### src/ppmux_defs.svh
// Constants for the port pin output select multiplexer
// Assumes inclusion by the package and the design module
`ifndef PPMUX_DEFS_SVH
`define PPMUX_DEFS_SVH
// --------------------------------------------------
// Output select field layout
// --------------------------------------------------
`define PPMUX_SEL_W 4
`define PPMUX_SEL_EN_BIT 3
`define PPMUX_SEL_RST 4'h0
`define PPMUX_ALT_W 2
// --------------------------------------------------
// Alternate output codes
// --------------------------------------------------
`define PPMUX_ALT0 2'h0
`define PPMUX_ALT1 2'h1
`define PPMUX_ALT2 2'h2
`define PPMUX_ALT3 2'h3
`endif

### src/ppmux_pkg.sv
// Types for the port pin output select multiplexer
// Assumes the constants header is on the include path
`include "ppmux_defs.svh"
package ppmux_pkg;
   typedef logic [`PPMUX_SEL_W-1:0] ppmux_sel_type;
   typedef enum logic [1:0] {
      PPMUX_DBG_WAIT = 2'b00,
      PPMUX_DBG_ON = 2'b01,
      PPMUX_DBG_OFF = 2'b10
   } ppmux_dbg_type;
endpackage : ppmux_pkg

### src/ppmux_port_pin_output_select_mux.sv
// Output select and input fan-out for port7 bit2 and bit0, plus debug reset strap capture
// Assumes all inputs synchronous to clk_i and the power-on reset pin already synchronised
// How it works
// - Select code 1x00 picks alt zero, onward
// - Hardware owned output overrides software select
// - Bit2 alts: gpio, analog mux, can4 transmit
// - Bit2 pad feeds port, pwm, test input
// - Bit0 alts: timers 3, 6; test output owned
// - Bit0 pad feeds port, service request, can4
// - Sample debug reset at power-on release
`timescale 1ns/1ps
`include "ppmux_defs.svh"
module ppmux_port_pin_output_select_mux
   import ppmux_pkg::*;
(
   input wire logic clk_i, // System clock, 25 MHz
   input wire logic rst_i, // Async reset, active high
   input wire logic [`PPMUX_SEL_W-1:0] p72_sel_i, // Bit2 output select field
   input wire logic [`PPMUX_SEL_W-1:0] p70_sel_i, // Bit0 output select field
   input wire logic p72_gpio_out_i, // Bit2 general output
   input wire logic analog_mux_ctl0_i, // Analog mux control 0
   input wire logic can4_transmit_out_i, // CAN4 transmit data
   input wire logic p70_gpio_out_i, // Bit0 general output
   input wire logic timer3_toggle_out_i, // Timer 3 toggle latch
   input wire logic timer6_toggle_out_i, // Timer 6 toggle latch
   input wire logic jtag_tdo_i, // Test data output value
   input wire logic jtag_tdo_en_i, // Test data output owns pad
   input wire logic port7_bit2_pad_i, // Bit2 pad level
   input wire logic port7_bit0_pad_i, // Bit0 pad level
   input wire logic factory_test_enable_pin_i, // Factory test pin, low = test
   input wire logic power_on_reset_pin_i, // Power-on reset, low = reset
   input wire logic debug_reset_pin_i, // Debug reset pin
   output logic port7_bit2_o, // Bit2 pad output
   output logic port7_bit2_oe_o, // Bit2 pad output enable
   output logic port7_bit0_o, // Bit0 pad output
   output logic port7_bit0_oe_o, // Bit0 pad output enable
   output logic p72_port_in_o, // Bit2 port input
   output logic pwm_unit2_position0_in_o, // PWM unit 2 position 0
   output logic jtag_tdi_c_o, // Test data input variant C
   output logic p70_port_in_o, // Bit0 port input
   output logic service_request2_trigger1_o, // Service request 2 trigger 1
   output logic can4_receive_in_b_o, // CAN4 receive variant B
   output logic factory_test_mode_o, // Factory test mode active
   output logic debug_enable_o, // Debug system enabled
   output logic debug_system_reset_o // Debug system held in reset
);
   // --------------------------------------------------
   // Bit2 output selection
   // --------------------------------------------------
   logic p72_reg, p72_next, p72_oe_reg, p72_oe_next;
   logic [`PPMUX_ALT_W-1:0] p72_alt;

   always_comb begin
      p72_alt = p72_sel_i[`PPMUX_ALT_W-1:0];
      case (p72_alt)
         `PPMUX_ALT0: p72_next = p72_gpio_out_i;
         `PPMUX_ALT1: p72_next = analog_mux_ctl0_i;
         `PPMUX_ALT2: p72_next = can4_transmit_out_i;
         default: p72_next = 1'b0;
      endcase
      p72_oe_next = p72_sel_i[`PPMUX_SEL_EN_BIT];
   end

   always_ff @(posedge clk_i or posedge rst_i) begin
      if (rst_i) begin
         p72_reg <= 1'b0;
         p72_oe_reg <= 1'b0;
      end else begin
         p72_reg <= p72_next;
         p72_oe_reg <= p72_oe_next;
      end
   end

   // --------------------------------------------------
   // Bit0 output selection
   // --------------------------------------------------
   logic p70_reg, p70_next, p70_oe_reg, p70_oe_next;
   logic [`PPMUX_ALT_W-1:0] p70_alt;

   always_comb begin
      p70_alt = p70_sel_i[`PPMUX_ALT_W-1:0];
      case (p70_alt)
         `PPMUX_ALT0: p70_next = p70_gpio_out_i;
         `PPMUX_ALT1: p70_next = timer3_toggle_out_i;
         `PPMUX_ALT2: p70_next = timer6_toggle_out_i;
         default: p70_next = 1'b0;
      endcase
      p70_oe_next = p70_sel_i[`PPMUX_SEL_EN_BIT];
      if (jtag_tdo_en_i) begin
         p70_next = jtag_tdo_i;
         p70_oe_next = 1'b1;
      end
   end

   always_ff @(posedge clk_i or posedge rst_i) begin
      if (rst_i) begin
         p70_reg <= 1'b0;
         p70_oe_reg <= 1'b0;
      end else begin
         p70_reg <= p70_next;
         p70_oe_reg <= p70_oe_next;
      end
   end

   // --------------------------------------------------
   // Input fan-out
   // --------------------------------------------------
   localparam int FAN_N = 6;
   logic [FAN_N-1:0] fan_src;
   wire logic [FAN_N-1:0] fan_q;

   always_comb begin
      fan_src[0] = port7_bit2_pad_i;
      fan_src[1] = port7_bit2_pad_i;
      fan_src[2] = port7_bit2_pad_i;
      fan_src[3] = port7_bit0_pad_i;
      fan_src[4] = port7_bit0_pad_i;
      fan_src[5] = port7_bit0_pad_i;
   end

   // One input flop per fan-out line
   for (genvar fan_idx = 0; fan_idx < FAN_N; fan_idx++) begin : g_fan
      logic fan_reg, fan_next;

      always_comb begin
         fan_next = fan_src[fan_idx];
      end

      always_ff @(posedge clk_i or posedge rst_i) begin
         if (rst_i) begin
            fan_reg <= 1'b0;
         end else begin
            fan_reg <= fan_next;
         end
      end

      assign fan_q[fan_idx] = fan_reg;
   end

   // --------------------------------------------------
   // Test and debug strap
   // --------------------------------------------------
   ppmux_dbg_type dbg_reg, dbg_next;
   logic por_d_reg, por_d_next;
   logic test_reg, test_next;
   logic trst_reg, trst_next;
   logic den_reg, den_next;

   always_comb begin
      por_d_next = power_on_reset_pin_i;
      test_next = ~factory_test_enable_pin_i;
      dbg_next = dbg_reg;
      trst_next = trst_reg;
      if (!power_on_reset_pin_i) begin
         dbg_next = PPMUX_DBG_WAIT;
         trst_next = 1'b1;
      end else begin
         case (dbg_reg)
            PPMUX_DBG_WAIT: begin
               if (!por_d_reg) begin
                  dbg_next = debug_reset_pin_i ? PPMUX_DBG_ON : PPMUX_DBG_OFF;
               end
            end
            PPMUX_DBG_ON: begin
               trst_next = ~debug_reset_pin_i;
            end
            PPMUX_DBG_OFF: begin
               trst_next = 1'b1;
            end
            default: dbg_next = PPMUX_DBG_WAIT;
         endcase
      end
      den_next = (dbg_next == PPMUX_DBG_ON);
   end

   always_ff @(posedge clk_i or posedge rst_i) begin
      if (rst_i) begin
         dbg_reg <= PPMUX_DBG_WAIT;
         por_d_reg <= 1'b0;
         test_reg <= 1'b0;
         trst_reg <= 1'b1;
         den_reg <= 1'b0;
      end else begin
         dbg_reg <= dbg_next;
         por_d_reg <= por_d_next;
         test_reg <= test_next;
         trst_reg <= trst_next;
         den_reg <= den_next;
      end
   end

   // --------------------------------------------------
   // Outputs
   // --------------------------------------------------
   assign port7_bit2_o = p72_reg;
   assign port7_bit2_oe_o = p72_oe_reg;
   assign port7_bit0_o = p70_reg;
   assign port7_bit0_oe_o = p70_oe_reg;
   assign p72_port_in_o = fan_q[0];
   assign pwm_unit2_position0_in_o = fan_q[1];
   assign jtag_tdi_c_o = fan_q[2];
   assign p70_port_in_o = fan_q[3];
   assign service_request2_trigger1_o = fan_q[4];
   assign can4_receive_in_b_o = fan_q[5];
   assign factory_test_mode_o = test_reg;
   assign debug_enable_o = den_reg;
   assign debug_system_reset_o = trst_reg;
endmodule : ppmux_port_pin_output_select_mux

### config.mk
export PLATFORM = sky130hd
export DESIGN_NAME = ppmux_port_pin_output_select_mux
export DESIGN_NICKNAME = d
export VERILOG_FILES = /design/src/ppmux_pkg.sv /design/src/ppmux_port_pin_output_select_mux.sv
export VERILOG_INCLUDE_DIRS = /design/src
export SDC_FILE = /design/constraint.sdc
export NUM_CORES = 1
export LEC_CHECK = 0
export BUFFER_PORTS_ARGS = -buffer_cell sky130_fd_sc_hd__buf_2
export CORE_AREA = 2 2 39 41
export DETAILED_ROUTE_END_ITERATION = 7
export DIE_AREA = 0 0 41 43
export MAX_ROUTING_LAYER = met4
export PLACE_DENSITY = 0.72
export RECOVER_POWER = 100
export SYNTH_ARGS = -nofsm -noshare
export SYNTH_HDL_FRONTEND = slang
export SYNTH_SLANG_ARGS = --single-unit
### constraint.sdc
create_clock -name clk_i -period 2.02 [get_ports clk_i]
set_clock_uncertainty 0.1 [all_clocks]
set_input_delay 0.101 -clock clk_i [delete_from_list [all_inputs] [get_ports clk_i]]
set_output_delay 0.101 -clock clk_i [all_outputs]
set_load 0.05 [all_outputs]
==> results of run 1 <==
timing repair:
item | in CTS | in global routing
gates resized for setup | 0 | 0
hold endpoints to repair | 20 | 0
hold buffers | 12 | 0
through the flow:
step | setup slack (ps) | total power [mW]
2_1_floorplan | 853 | 0.351
3_3_place_gp | 1030 | 0.383
3_5_place_dp | 1010 | 0.386
4_1_cts | 465 | 0.557
5_1_grt | 357 | 0.577
6_report | 450 | 0.542
synth_stat cells, drive strengths merged:
master,number,area [um2]
dfrtp,11,275
buf,4,30.0
inv,3,11.3
nor3b,3,22.5
a21oi,2,10.0
mux2i,2,20.0
nor2,2,7.51
nor2b,2,12.5
o21ai,2,10.0
and3b,1,8.76
dfstp,1,26.3
nand3b,1,7.51
nor3,1,5.00
nor4bb,1,10.0
o31ai,1,7.51
or2,1,6.26
logic make-up (layout without fill, tap and decap cells):
family,Yosys count,count (layout),share of synthesized area [%]
DFF,12,12,64.1
and+or+nand+nor,12,12,17.0
buffers and inverters,7,52,8.78
AOI/OAI and AO/OA,5,5,5.85
muxes,2,2,4.26
path summary, 6_finish.rpt:
check / endpoint / slack [ps] / cells past startpoint
min in group asynchronous: por_d_reg / 270 / 3
max in group asynchronous: debug_system_reset_o / 1220 / 3
hold reg to reg: dbg_reg[1] / 410 / 1
hold / removal: dbg_reg[1] / 60 / 4
setup / recovery: port7_bit0_o / 450 / 6
setup reg to reg: debug_system_reset_o / 950 / 3
critical path: cells and delay by family:
kind                   cells  cell delay (ps)
buffers and inverters      3             1200
AO/OA/AOI/OAI              2              210
AND/OR/NAND/NOR            1              110
routing by layer:
metal / global-route usage (%) / wire length [um] / part of all wire (%) / vias up
met5: - / 0 / 0 / -
met4: 12.0 / 0 / 0 / 0
met3: 3.66 / 90 / 9.8 / 0
met2: 22.8 / 475 / 52 / 25
met1: 14.3 / 348 / 38 / 188
li1: - / - / - / 214
power by group through the flow:
stage | clock network, mW | registers [mW] | logic, mW
after floorplan | 0 | 0.309 | 0.0419
after global placement | 0 | 0.267 | 0.116
after detailed placement | 0 | 0.268 | 0.118
after CTS | 0.156 | 0.263 | 0.138
after global routing | 0.168 | 0.267 | 0.143
final | 0.148 | 0.264 | 0.131
cell type report:
cell class                 instances  area, um2
multi-input combinational         19        128
inverter                           3       11.3
sequential                        12        302
timing repair buffer              45        267
fill                             141        631
tap                               16       20.0
clock buffer                       4       26.3
==> results.cfg, run 1 <==
[detailed_routing]
routed-via-count = 427
first_iter_violations = 0
remaining_drc_errors = 0
vias_per_cell = 4.31
detail-route-antenna-nets = 0
route.final.wire_length_um = 914
post_drt_wl_per_cell_um = 9.23
detailedRoute.firstPassIterationCount = 1

[layout]
final_cell_mix = buf_2 (18), clkbuf_1 (16), dlygate4sd3_1 (12), dfrtp_1 (11)
drive_gt1_share_pct = 26.5
fin_nets = 107
layout.core_utilization_pct = 54.4
layout_cells_excl_fill = 99
synthToLayoutAreaGrowth_pct = 60.1
final_common_cell = buf_2
final_instance_area_um2 = 753
largest_register_ff_count = 2
num_antenna_cells = 0

[worst_setup_path]
cpMaxStageDelayCell = dlygate4sd3_1
chain_of_cells_forming_the_critical_path = dlygate4sd3_1, buf_2, nor4bb_1, a21oi_1, o31ai_1, dlygate4sd3_1
crit_top_cell = dlygate4sd3_1
regToRegStartpoint = debug_system_reset_o
critical_path_peak_fanout = 2
timing.critical_path.arrival_ps = 1620
max_incr_delay_on_cp_ps = 550
crit_path_start_kind = input port
critPathKind = in -> reg
cp-startpoint = p70_sel_i[0]
cp_data_required_time_ps = 2070
endpoint_kind = register

[grt]
grt_max_degree = 13
grt_pass1_wl_um = 1640
grt-ovfl-total = 0
first_global_vias = 434
number_of_antenna_violations_at_the_first_check_in_global_routing = 0
globalRouteTotalUtil_pct = 14.7

[min_path]
min-delay-path-class = in -> reg
min_from = debug_reset_pin_i

[place]
buffer_ports.inserted = 33
placement.cell_area_um2 = 626
gp_congestion = 0.588
hpwlAfterDp_um = 701
numPlacedInstances = 83

[clock_network]
cts_buffers = 3
worstSkewPairLatency_ps = 260
cts_max_path_buffers = 2
clock-sinks = 12
clk_pin_slew_worst_paths_ps = 70
cts-root-buf = clkbuf_4
clock_tree.htree_level_count = 1
clock_tree_from_tritoncts = built
post_cts.repair.setup_buffers = 0

[power]
ir_drop_uv = 351
pwr_density_cell_mw_per_mm2 = 720
power.net_switching_mw = 0.163
reg_power_share_pct = 48.6
p_int_mw = 0.379
power.clock.fraction_pct = 27.3
power.static_leakage_nw = 0.360
comb_power_share_pct = 24.1
power_switching_share_pct = 30.1

[timing]
max_freq_ghz = 0.637
post-route-min-period_ps = 1570
timing.final.max_slew_violations = 0
setup_violations = 0
hold_viol_final = 0
totalNegativeSetupSlack_ps = 0
max-slew-margin-rel_pct = 59.5
final_min_period_over_clock_period_pct = 77.7
final.hold.worst_slack_ps = 62.6
rsz0062_at_grt = false
tightestPinTransition_ps = 610

[synth]
synth-seq-area-share_pct = 64.1
netlist_instances = 38
syn_area_per_cell_um2 = 12.4
synth.ff_latch_count = 12
post_synth_num_cell_types = 16
ys_warns = 0
mappedNetlistArea_um2 = 470
net_count_after_synthesis = 61

[run_status]
status = finished, final reports clean

[die]
initial_util_pct = 34.0
floorplan.io_pins = 36
num_rows = 14
dieArea_mm2 = 0.00176
floorplan.die.width_um = 41
design.core.area_mm2 = 0.00138
chipHeight_um = 43

[run]
drv.max_cap_violation_count = 0
(Power assumes the default switching activity.)
==> run 2: changes to the inputs <==
CORE_AREA = not set   (was 2 2 39 41)
CORE_ASPECT_RATIO = 1.1   (was not set)
CORE_MARGIN = 2   (was not set)
CORE_UTILIZATION = 33   (was not set)
DIE_AREA = not set   (was 0 0 41 43)
PLACE_DENSITY = 0.71   (was 0.72)
clock period = 1.4 ns   (was 2.02 ns; I/O delays follow)
==> results.cfg, run 2 (same netlist as run 1, synthesis figures left out) <==
[run_status]
status = finished, final reports clean

[worst_setup_path]
ff2ff_path_depth = 3
ff2ff_setup_slack_ps = 360
regToRegStartpoint = debug_system_reset_o
timing.critical_path.arrival_ps = 1380
timing.rr.end = debug_system_reset_o
cpMaxStageDelayCell = dlygate4sd3_1
critical_path_peak_fanout = 2
crit_top_cell = dlygate4sd3_1
crit_path_start_kind = input port
max_incr_delay_on_cp_ps = 540
critPathKind = in -> reg
endpoint_kind = register
chain_of_cells_forming_the_critical_path = dlygate4sd3_1, buf_2, nand3b_1, o21ai_1, dlygate4sd3_1
cp_data_required_time_ps = 1450

[detailed_routing]
routed-via-count = 435
post_drt_wl_per_cell_um = 9.71
first_iter_violations = 1
remaining_drc_errors = 0
route.final.wire_length_um = 961
detail-route-antenna-nets = 0
detailedRoute.firstPassIterationCount = 2
vias_per_cell = 4.39

[timing]
tightestPinTransition_ps = 597
max_freq_ghz = 0.749
totalNegativeSetupSlack_ps = 0
hold_viol_final = 0
setup_violations = 0
rsz0062_at_grt = false
timing.final.max_slew_violations = 0
final_min_period_over_clock_period_pct = 95.4
post-route-min-period_ps = 1340
max-slew-margin-rel_pct = 60.4

[min_path]
min-delay-path-class = in -> reg
timing.hold.worst_path_depth = 4
min_from = debug_reset_pin_i
endpoint_of_the_worst_hold_timing_path = dbg_reg[1]

[layout]
drive_gt1_share_pct = 34.9
nFillCells = 118
final_cell_mix = buf_2 (18), dlygate4sd3_1 (12), dfrtp_1 (11), clkbuf_1 (9), clkbuf_2 (7)
final_common_cell = buf_2
num_antenna_cells = 0
largest_register_ff_count = 2
fin_nets = 107
layout.core_utilization_pct = 56.5
synthToLayoutAreaGrowth_pct = 62.0

[clock_network]
post_cts.repair.setup_buffers = 0
postCtsResizedCells = 0
cts-root-buf = clkbuf_4
clk_pin_slew_worst_paths_ps = 70
cts_buffers = 3
cts_max_path_buffers = 2
clock_tree_from_tritoncts = built
clock-sinks = 12
clock_tree.htree_level_count = 1
postCtsHoldBufs = 12
worstSkewPairLatency_ps = 260

[power]
pwr_density_cell_mw_per_mm2 = 1020
ir_drop_uv = 543
power.static_leakage_nw = 0.382

[grt]
grt_max_degree = 13
number_of_antenna_violations_at_the_first_check_in_global_routing = 0
first_global_vias = 438
grt_pass1_wl_um = 1570
globalRouteTotalUtil_pct = 13.7
grt-ovfl-total = 0

[die]
chipHeight_um = 43.6
floorplan.die.width_um = 40
design.core.area_mm2 = 0.00135
num_rows = 14
floorplan.io_pins = 36
initial_util_pct = 34.9
dieArea_mm2 = 0.00174

[run]
drv.max_cap_violation_count = 0

[place]
hpwlAfterDp_um = 693
gp_congestion = 0.703
buffer_ports.inserted = 33
==> run 2: cell counts in the layout (fill, tap and decap cells not counted) <==
Identical to the previous run, type by type.
==> run 2: worst max-delay path by stage <==
stage                                    start  cells after the start                   end
final                             p72_sel_i[0]                      5          port7_bit2_o
after global routing              p72_sel_i[0]                      5          port7_bit2_o
after CTS                         p72_sel_i[0]                      5          port7_bit2_o
after detailed placement  debug_system_reset_o                      3  debug_system_reset_o
after global placement    debug_system_reset_o                      3  debug_system_reset_o
after floorplan           debug_system_reset_o                      3  debug_system_reset_o
==> run 2: area by class of cell <==
type	count	area (um2)	share of cell area [%]
flip-flops and latches	12	302	39.6
well taps	16	20.0	2.63
inverters	3	11.3	1.48
multi-input cells	19	128	16.7
clock buffers	4	26.3	3.45
repair buffers	45	275	36.1
==> run 2: report_power, final <==
part	internal (mW)	switching [mW]
clock	0.110	0.0984
combinational	0.0693	0.121
sequential	0.369	0.0114
total	0.549	0.231
==> run 2: critical path: cells and delay by family <==
family	cells	cell delay [ps]
buf+inv	3	1190
simple gates	1	70
compound gates	1	50
==> run 2: per-stage QoR <==
step	setup slack, ps	hold slack, ps	cells	power (mW)	cell area, um2
floorplan	233	-166	38	0.506	470
CTS	57.2	14.1	99	0.795	772
detailed placement	408	-5.51	83	0.557	626
finish	64.5	22.1	99	0.779	762
global route	5.03	38.7	99	0.824	762
global placement	412	-12.3	83	0.553	626
==> run 2: layer usage <==
metal / track usage, % / up-vias / share of wire, %
met4: 4.14 / 0 / 0.62
met3: 4.62 / 2 / 9.2
li1: - / 215 / -
met5: - / - / 0
met1: 15.1 / 191 / 40
met2: 22.6 / 27 / 50
